<file path="config.mk">
export PLATFORM = sky130hd
export DESIGN_NAME = lane_signal_conditioning_regs
export DESIGN_NICKNAME = d
export VERILOG_FILES = /design/src/pkg/lane_cond_pkg.sv /design/src/logic/lane_signal_conditioning_regs.sv
export SDC_FILE = /design/constraint.sdc
export NUM_CORES = 1
export LEC_CHECK = 0
export BUFFER_PORTS_ARGS = -buffer_cell sky130_fd_sc_hd__buf_2
export CORE_ASPECT_RATIO = 0.9
export CORE_MARGIN = 8
export CORE_UTILIZATION = 51
export CTS_CLUSTER_DIAMETER = 40
export DETAILED_ROUTE_END_ITERATION = 7
export PLACE_DENSITY = 0.81
export SLEW_MARGIN = 20
export SYNTH_ARGS = -nofsm -noshare
export SYNTH_HDL_FRONTEND = slang
export SYNTH_SLANG_ARGS = --single-unit
</file>
<file path="constraint.sdc">
create_clock -name mclk_in -period 2.15 [get_ports mclk_in]
set_input_delay 0.215 -clock mclk_in [delete_from_list [all_inputs] [get_ports mclk_in]]
set_output_delay 0.215 -clock mclk_in [all_outputs]
set_load 0.01 [all_outputs]
</file>
<file path="src/pkg/lane_cond_pkg.sv">
// Constants, types and register map for the lane conditioning register bank
package lane_cond_pkg;

    // ********************************************************************
    // Register offsets
    // ********************************************************************
    localparam logic [7:0] ADDR_L2_IDLE_THR  = 8'h20;
    localparam logic [7:0] ADDR_RSVD_21      = 8'h21;
    localparam logic [7:0] ADDR_L3_SIG_DET   = 8'h22;
    localparam logic [7:0] ADDR_L3_IDLE_PRES = 8'h23;
    localparam logic [7:0] ADDR_L3_EQ        = 8'h24;
    localparam logic [7:0] ADDR_L3_SWING     = 8'h25;

    // ********************************************************************
    // Reset values
    // ********************************************************************
    localparam logic [7:0] RST_L2_IDLE_THR  = 8'h00;
    localparam logic [7:0] RST_RSVD_21      = 8'h00;
    localparam logic [7:0] RST_L3_SIG_DET   = 8'h00;
    localparam logic [7:0] RST_L3_IDLE_PRES = 8'h00;
    localparam logic [7:0] RST_L3_EQ        = 8'h2F;
    localparam logic [7:0] RST_L3_SWING     = 8'hAD;
    localparam logic [7:0] READ_UNMAPPED    = 8'h00;

    // ********************************************************************
    // Field positions
    // ********************************************************************
    localparam int THR_ASSERT_LSB   = 2;
    localparam int THR_DEASSERT_LSB = 0;
    localparam int SD_FORCE_OFF_BIT = 2;
    localparam int SD_FORCE_ON_BIT  = 1;
    localparam int IDLE_OVR_BIT     = 5;
    localparam int MUTE_SEL_BIT     = 4;
    localparam int PRES_MODE_LSB    = 2;
    localparam int SHORT_PROT_BIT   = 7;
    localparam int GEN_SEL_BIT      = 6;
    localparam int SWING_LSB        = 0;
    localparam int SWING_RSVD_LSB   = 3;
    localparam logic [2:0] SWING_RSVD_PATTERN = 3'h5;

    // ********************************************************************
    // Threshold and swing tables, millivolts
    // ********************************************************************
    localparam logic [7:0] ASSERT_MV   [4] = '{8'hB4, 8'hA0, 8'hD2, 8'hBE};
    localparam logic [7:0] DEASSERT_MV [4] = '{8'h6E, 8'h64, 8'h96, 8'h82};
    localparam logic [10:0] SWING_BASE_MV = 11'h2BC;
    localparam logic [10:0] SWING_STEP_MV = 11'h064;

    // ********************************************************************
    // Presence-detect modes and timing
    // ********************************************************************
    localparam logic [1:0] PRES_HIZ     = 2'h0;
    localparam logic [1:0] PRES_LIMITED = 2'h1;
    localparam logic [1:0] PRES_FOREVER = 2'h2;
    localparam logic [1:0] PRES_TERM    = 2'h3;
    localparam int PROBE_PERIOD_MS = 12;
    localparam int CLK_RATE_KHZ    = 200000;
    localparam int PROBE_CYCLES    = PROBE_PERIOD_MS * CLK_RATE_KHZ;
    localparam int PROBE_ATTEMPTS  = 50;

    typedef enum logic [3:0] {
        PD_OFF    = 4'b0001,
        PD_PROBE  = 4'b0010,
        PD_FOUND  = 4'b0100,
        PD_GIVEUP = 4'b1000
    } pd_state_type;

    typedef struct packed {
        logic       wr;
        logic       rd;
        logic [7:0] addr;
        logic [7:0] wdata;
    } reg_req_type;

endpackage : lane_cond_pkg

</file>
<file path="src/logic/lane_signal_conditioning_regs.sv">
// Lane conditioning register bank with presence-detect sequencer
`timescale 1ns/1ps

module lane_signal_conditioning_regs #(
    parameter int PROBE_CYCLES   = lane_cond_pkg::PROBE_CYCLES,
    parameter int PROBE_ATTEMPTS = lane_cond_pkg::PROBE_ATTEMPTS
) (
    input  wire logic                       mclk_in,
    input  wire logic                       rst_in,
    input  wire lane_cond_pkg::reg_req_type reg_req_in,
    output logic [7:0]                      reg_rdata_out,
    output logic                            reg_rvalid_out,
    output logic [7:0]                      lane2_assert_mv_out,
    output logic [7:0]                      lane2_deassert_mv_out,
    input  wire logic                       lane3_sig_det_raw_in,
    output logic                            lane3_sig_det_out,
    input  wire logic                       lane3_auto_idle_in,
    output logic                            lane3_mute_out,
    input  wire logic                       lane3_receiver_seen_in,
    output logic                            lane3_probe_out,
    output logic                            lane3_term_50_out,
    output logic                            lane3_presence_found_out,
    output logic [7:0]                      lane3_eq_level_out,
    output logic                            lane3_short_prot_out,
    output logic                            lane3_gen12_out,
    output logic [2:0]                      lane3_swing_code_out,
    output logic [10:0]                     lane3_swing_mv_out
);

    localparam int TW = $clog2(PROBE_CYCLES + 1);
    localparam int AW = $clog2(PROBE_ATTEMPTS + 1);
    localparam logic [TW-1:0] TIMER_LAST = TW'(PROBE_CYCLES - 1);
    localparam logic [AW-1:0] ATT_LIMIT  = AW'(PROBE_ATTEMPTS);
    localparam logic [TW-1:0] GAP_MAX    = TW'(PROBE_CYCLES);

    // ********************************************************************
    // Register file
    // ********************************************************************
    logic [7:0] thr_q;
    logic [7:0] rsvd_q;
    logic [7:0] sigdet_q;
    logic [7:0] idle_q;
    logic [7:0] eq_q;
    logic [7:0] swing_q;

    wire hit_thr   = reg_req_in.addr == lane_cond_pkg::ADDR_L2_IDLE_THR;
    wire hit_rsvd  = reg_req_in.addr == lane_cond_pkg::ADDR_RSVD_21;
    wire hit_sd    = reg_req_in.addr == lane_cond_pkg::ADDR_L3_SIG_DET;
    wire hit_idle  = reg_req_in.addr == lane_cond_pkg::ADDR_L3_IDLE_PRES;
    wire hit_eq    = reg_req_in.addr == lane_cond_pkg::ADDR_L3_EQ;
    wire hit_swing = reg_req_in.addr == lane_cond_pkg::ADDR_L3_SWING;

    logic [7:0] rmux;
    always_comb begin
        rmux = lane_cond_pkg::READ_UNMAPPED;
        if (hit_thr)   rmux = thr_q;
        if (hit_rsvd)  rmux = rsvd_q;
        if (hit_sd)    rmux = sigdet_q;
        if (hit_idle)  rmux = idle_q;
        if (hit_eq)    rmux = eq_q;
        if (hit_swing) rmux = swing_q;
    end

    // Reserved bits are stored as written; software keeps them at default
    always_ff @(posedge mclk_in) begin
        if (rst_in) begin
            thr_q    <= lane_cond_pkg::RST_L2_IDLE_THR;
            rsvd_q   <= lane_cond_pkg::RST_RSVD_21;
            sigdet_q <= lane_cond_pkg::RST_L3_SIG_DET;
            idle_q   <= lane_cond_pkg::RST_L3_IDLE_PRES;
            eq_q     <= lane_cond_pkg::RST_L3_EQ;
            swing_q  <= lane_cond_pkg::RST_L3_SWING;
        end else if (reg_req_in.wr) begin
            if (hit_thr)   thr_q    <= reg_req_in.wdata;
            if (hit_rsvd)  rsvd_q   <= reg_req_in.wdata;
            if (hit_sd)    sigdet_q <= reg_req_in.wdata;
            if (hit_idle)  idle_q   <= reg_req_in.wdata;
            if (hit_eq)    eq_q     <= reg_req_in.wdata;
            if (hit_swing) swing_q  <= reg_req_in.wdata;
        end
    end

    // Read data one cycle after the strobe
    always_ff @(posedge mclk_in) begin
        if (rst_in) begin
            reg_rdata_out  <= lane_cond_pkg::READ_UNMAPPED;
            reg_rvalid_out <= 1'b0;
        end else begin
            reg_rdata_out  <= reg_req_in.rd ? rmux : reg_rdata_out;
            reg_rvalid_out <= reg_req_in.rd;
        end
    end

    // ********************************************************************
    // Field decode to lane controls
    // ********************************************************************
    wire [1:0] tha_code  = thr_q[lane_cond_pkg::THR_ASSERT_LSB +: 2];
    wire [1:0] thd_code  = thr_q[lane_cond_pkg::THR_DEASSERT_LSB +: 2];
    wire       sd_off    = sigdet_q[lane_cond_pkg::SD_FORCE_OFF_BIT];
    wire       sd_on     = sigdet_q[lane_cond_pkg::SD_FORCE_ON_BIT];
    wire       idle_ovr  = idle_q[lane_cond_pkg::IDLE_OVR_BIT];
    wire       mute_sel  = idle_q[lane_cond_pkg::MUTE_SEL_BIT];
    wire [1:0] pres_mode = idle_q[lane_cond_pkg::PRES_MODE_LSB +: 2];
    wire [2:0] swing_cd  = swing_q[lane_cond_pkg::SWING_LSB +: 3];
    wire       auto_mode = (pres_mode == lane_cond_pkg::PRES_LIMITED) ||
                           (pres_mode == lane_cond_pkg::PRES_FOREVER);

    assign lane2_assert_mv_out   = lane_cond_pkg::ASSERT_MV[tha_code];
    assign lane2_deassert_mv_out = lane_cond_pkg::DEASSERT_MV[thd_code];
    // Off beats on when both are set, so a stuck lane can always be silenced
    assign lane3_sig_det_out = sd_off ? 1'b0 :
                               sd_on  ? 1'b1 :
                               lane3_sig_det_raw_in;
    assign lane3_mute_out = idle_ovr ? mute_sel : lane3_auto_idle_in;
    assign lane3_eq_level_out   = eq_q;
    assign lane3_short_prot_out = swing_q[lane_cond_pkg::SHORT_PROT_BIT];
    assign lane3_gen12_out      = swing_q[lane_cond_pkg::GEN_SEL_BIT];
    assign lane3_swing_code_out = swing_cd;
    assign lane3_swing_mv_out   = lane_cond_pkg::SWING_BASE_MV +
                                  11'(swing_cd * lane_cond_pkg::SWING_STEP_MV);

    // ********************************************************************
    // Presence-detect sequencer
    // ********************************************************************
    lane_cond_pkg::pd_state_type state_q;
    lane_cond_pkg::pd_state_type state_d;
    logic [TW-1:0] timer_q;
    logic [TW-1:0] timer_d;
    logic [AW-1:0] att_q;
    logic [AW-1:0] att_d;
    logic [1:0]    mode_prev_q;
    logic          probe_d;

    wire mode_change = pres_mode != mode_prev_q;
    wire tick        = timer_q == TIMER_LAST;
    wire limited     = pres_mode == lane_cond_pkg::PRES_LIMITED;

    always_comb begin
        state_d = state_q;
        timer_d = tick ? '0 : timer_q + TW'(1);
        att_d   = att_q;
        probe_d = 1'b0;
        if (mode_change) begin
            // A new mode restarts the attempt budget from zero
            state_d = auto_mode ? lane_cond_pkg::PD_PROBE : lane_cond_pkg::PD_OFF;
            timer_d = '0;
            att_d   = '0;
        end else begin
            case (state_q)
                lane_cond_pkg::PD_OFF: begin
                    timer_d = '0;
                end
                lane_cond_pkg::PD_PROBE: begin
                    if (lane3_receiver_seen_in && att_q != '0) begin
                        state_d = lane_cond_pkg::PD_FOUND;
                    end else if (tick && limited && att_q == ATT_LIMIT) begin
                        state_d = lane_cond_pkg::PD_GIVEUP;
                    end else if (tick) begin
                        probe_d = 1'b1;
                        att_d   = (att_q == ATT_LIMIT) ? att_q : att_q + AW'(1);
                    end
                end
                lane_cond_pkg::PD_FOUND: begin
                    timer_d = '0;
                end
                lane_cond_pkg::PD_GIVEUP: begin
                    timer_d = '0;
                end
                default: begin
                    state_d = lane_cond_pkg::PD_OFF;
                end
            endcase
        end
    end

    always_ff @(posedge mclk_in) begin
        if (rst_in) begin
            state_q         <= lane_cond_pkg::PD_OFF;
            timer_q         <= '0;
            att_q           <= '0;
            mode_prev_q     <= lane_cond_pkg::PRES_HIZ;
            lane3_probe_out <= 1'b0;
        end else begin
            state_q         <= state_d;
            timer_q         <= timer_d;
            att_q           <= att_d;
            mode_prev_q     <= pres_mode;
            lane3_probe_out <= probe_d;
        end
    end

    assign lane3_presence_found_out = state_q == lane_cond_pkg::PD_FOUND;
    assign lane3_term_50_out = (pres_mode == lane_cond_pkg::PRES_TERM) ||
                               (auto_mode && state_q == lane_cond_pkg::PD_FOUND);

    // ********************************************************************
    // Sequencer checks
    // ********************************************************************
    // Idle cycles since the last probe; saturates so a parked lane never wraps
    logic [TW-1:0] since_probe_q;
    always_ff @(posedge mclk_in) begin
        if (rst_in || mode_change || lane3_probe_out) begin
            since_probe_q <= '0;
        end else if (since_probe_q != GAP_MAX) begin
            since_probe_q <= since_probe_q + TW'(1);
        end
    end
endmodule : lane_signal_conditioning_regs

</file>
==> reports/summary.md <==
## Run status
• **status** finished clean

## Critical path
• **Setup CP Type** register to register
• **delay of the slowest cell on the worst path** 880 ps
• **element type at the critical path end** register
• **count of cells along the worst register-to-register path** 4
• **Worst EP required** 2430 ps
• **highest fanout seen on the critical path** 9
• **launch point of the worst path** state_q[3]$_SDFFE_PP0P_
• **family of cells with the greatest summed delay on the critical path** simple AND/OR/NAND/NOR gates
• **slowest cell on the critical path** or4b_2
• **critical path launch point type** register
• **critical path arrival** 2410 ps
• **startpoint of the lowest-slack register-to-register path** state_q[3]$_SDFFE_PP0P_
• **number of stages on the worst setup path** 4
• **Buf+Inv Stages, Crit Path** 0
• **worst path cell trace** or4b_2, a211oi_1, nor4b_4, mux2i_1

## Clock tree
• **total CTS buffers** 9
• **TritonCTS clock tree** done
• **TritonCTS Sinks** 92
• **master cell of the clock root buffer** clkbuf_8
• **clock input transition at the sequential cells of the worst setup and hold paths** 100 ps
• **Max clock buf depth** 2
• **worst-skew pair later-pin latency** 360 ps
• **maximum level of the CTS H-tree** 3

## Cells and area
• **final std cells w/o fill** 731
• **layout cell share with drive strength beyond 1** 0.238
• **# nets final** 645
• **synthesis-to-finish area growth** 18.6%

## STA
• **Setup TNS Final** 0 ps
• **number of slew-limit violations in the final report** 0
• **Tmin final** 2130 ps
• **setup violation total in the final timing report** 0
• **highest attainable clock frequency** 470 MHz
• **Max transition margin** 0.512
• **Final Cycle Share** 0.989
• **Tightest Pin Transition** 728 ps
• **Hold Violations, Final** 0
• **maximum clock skew at final layout** 14.4 ps
• **setup repair after global routing missed its margin** yes

## Floorplan
• **# IOs** 77
• **Die Y-Extent** 108 um
• **number of placement rows** 33
• **die area** 12800 um2
• **die width** 118 um
• **initial standard-cell utilization of the core** 0.527
• **area inside the core boundary** 9130 um2

## Place
• **placer congestion estimate** 0.840
• **Placed Instances** 711
• **number of buffers inserted by port buffering** 71
• **hpwl dp** 8470 um

## Route
• **final WL** 11600 um
• **post-DR vias/cell** 5.47
• **# DRC** 0
• **detailed-routing iteration count for the pre-antenna-repair pass** 4
• **count of routing violations after the opening detailed-route iteration** 263
• **total number of vias** 3996
• **post-DR wirelength/cell** 15.8 um
• **remaining number of nets flagged by the antenna check after routing** 0

## Global routing
• **first-pass GRT wire length** 18900 um
• **via count of the first global-routing pass** 4038
• **initial antenna violation count** 1
• **maximum number of pins on one net before global-route repair** 62
• **overall overflow remaining after global route** 0
• **Total GRT Usage** 0.176

## Pwr
• **Total Power** 3.07 mW
• **maximum resistive drop on vdd** 285 uV
• **Pleak** 2.34 nW
• **power density over the cells** 539 nW/um2

## Synthesis
• **number of distinct standard cells referenced by the synthesized netlist** 53
• **cell type with the largest total area after synthesis** dfxtp_1
• **Avg Inst Size Synth** 9.07 um2
• **post-synthesis sequential element count** 92
• **dominant register cell in the synthesized netlist** dfxtp_1
• **synthesized area** 4810 um2
• **synthesized instance count** 530
• **share of flip-flops with an asynchronous set or reset** 0
• **portion of synthesized cell area occupied by the leading cell type** 0.383
• **EDFF count, synth** 0
• **largest cells by area after synthesis** dfxtp_1, mux2i_1, nand2b_1
• **top cells by count, synth** dfxtp_1, nand2b_1, mux2i_1
• **count of warnings emitted by yosys** 0
• **most used standard cell by instance count after synthesis** dfxtp_1
• **Seq/Total Area, Yosys** 0.383

## Hold path
• **number of instances on the worst hold path** 3
• **hold path startpoint** reg_req_in[1]
• **class of the tightest hold or removal check** input pin to register

## Job
• **number of violations of the max-capacitance limit** 0

-- per-layer routing --
metal | GRT usage | part of all wire | routed length (um) | up-vias
li1 | - | - | - | 1963
met1 | 0.212 | 0.43 | 5030 | 1912
met2 | 0.298 | 0.49 | 5630 | 110
met3 | 0.0422 | 0.064 | 741 | 11
met4 | 0.0712 | 0.014 | 161 | 0
met5 | 0 | 0 | 0 | -
-- worst min-delay path, delay by kind of cell --
| kind | cells | cell delay (ps) |
|---|---|---|
| buffers and inverters | 1 | 90 |
| muxes | 1 | 110 |
| and+or+nand+nor | 1 | 40 |
-- cells in the final DEF (no fill, tap or decap), types with 8 or more instances in the layout --
master    count
dfxtp_1      88
buf_2        71
nand2b_1     59
mux2i_1      54
nor2_1       52
nand2_1      32
o21ai_0      25
buf_4        23
inv_1        20
ha_1         15
xnor2_1      12
a21oi_1      11
clkbuf_8     11
nand3_1      10
xor2_1        9
mux4_2        8
o22ai_1       8
or3_1         8
-- flip-flops by register name, indices dropped and copies added (netlist names) --
register,flops
timer_q,22
idle_q,8
lane3_eq_level_out,8
reg_rdata_out,8
rsvd_q,8
sigdet_q,8
swing_q,8
thr_q,8
att_q,6
state_q,4
mode_prev_q,2
lane3_probe_out,1
reg_rvalid_out,1
-- through the flow --
stage	utilization	hold WS, ps	area (um2)	setup slack (ps)
floorplan	-	298	4830	9.32
global placement	0.582	431	5310	-27.3
detailed placement	0.582	444	5310	-82.9
CTS	0.612	124	5580	3.51
global route	0.625	120	5700	-40.9
finish	0.625	133	5700	24.2
-- power breakdown --
group	internal, mW	total, mW	switching (mW)
sequential	1.70	1.70	0.00133
combinational	0.0623	0.152	0.0894
clock	0.603	1.22	0.612
total	2.37	3.07	0.703
-- what timing repair did --
item / 4_1_cts / 5_1_grt
hold buffers: 0 / 0
hold endpoints to repair: 0 / 0
pin swaps: 1 / 2
gates resized for setup: 9 / 18
setup endpoints to repair: 8 / 29
setup buffers: 0 / 3
gates cloned: 0 / 0
-- kinds of logic after synthesis --
| family | Yosys count | synth area share |
|---|---|---|
| AO/OA/AOI/OAI | 59 | 0.0739 |
| adder cells (fa/ha/maj) | 19 | 0.0494 |
| flip-flops | 92 | 0.383 |
| buffers and inverters | 58 | 0.0546 |
| multiplexers | 63 | 0.152 |
| XOR/XNOR | 21 | 0.0383 |
| AND/OR/NAND/NOR | 216 | 0.247 |
| other | 2 | 0.00156 |
-- layout make-up --
type	instances	area [um2]
timing repair buffer	96	551
clock buffer	11	151
fill	746	3420
inverter	21	78.8
tap	122	153
multi-input combinational	383	2860
sequential	92	1850
antenna	1	2.50
clock inverter	5	58.8
-- worst paths after layout --
path                                                            to  slack (ps)
worst max-delay path                         att_q[2]$_SDFFE_PP0P_          20
worst min-delay path            lane3_eq_level_out[1]$_SDFFE_PP1P_         130
worst max register to register               att_q[2]$_SDFFE_PP0P_          20
worst min register to register       reg_rdata_out[3]$_SDFFE_PP0P_         460
(Power assumes the default switching activity.)
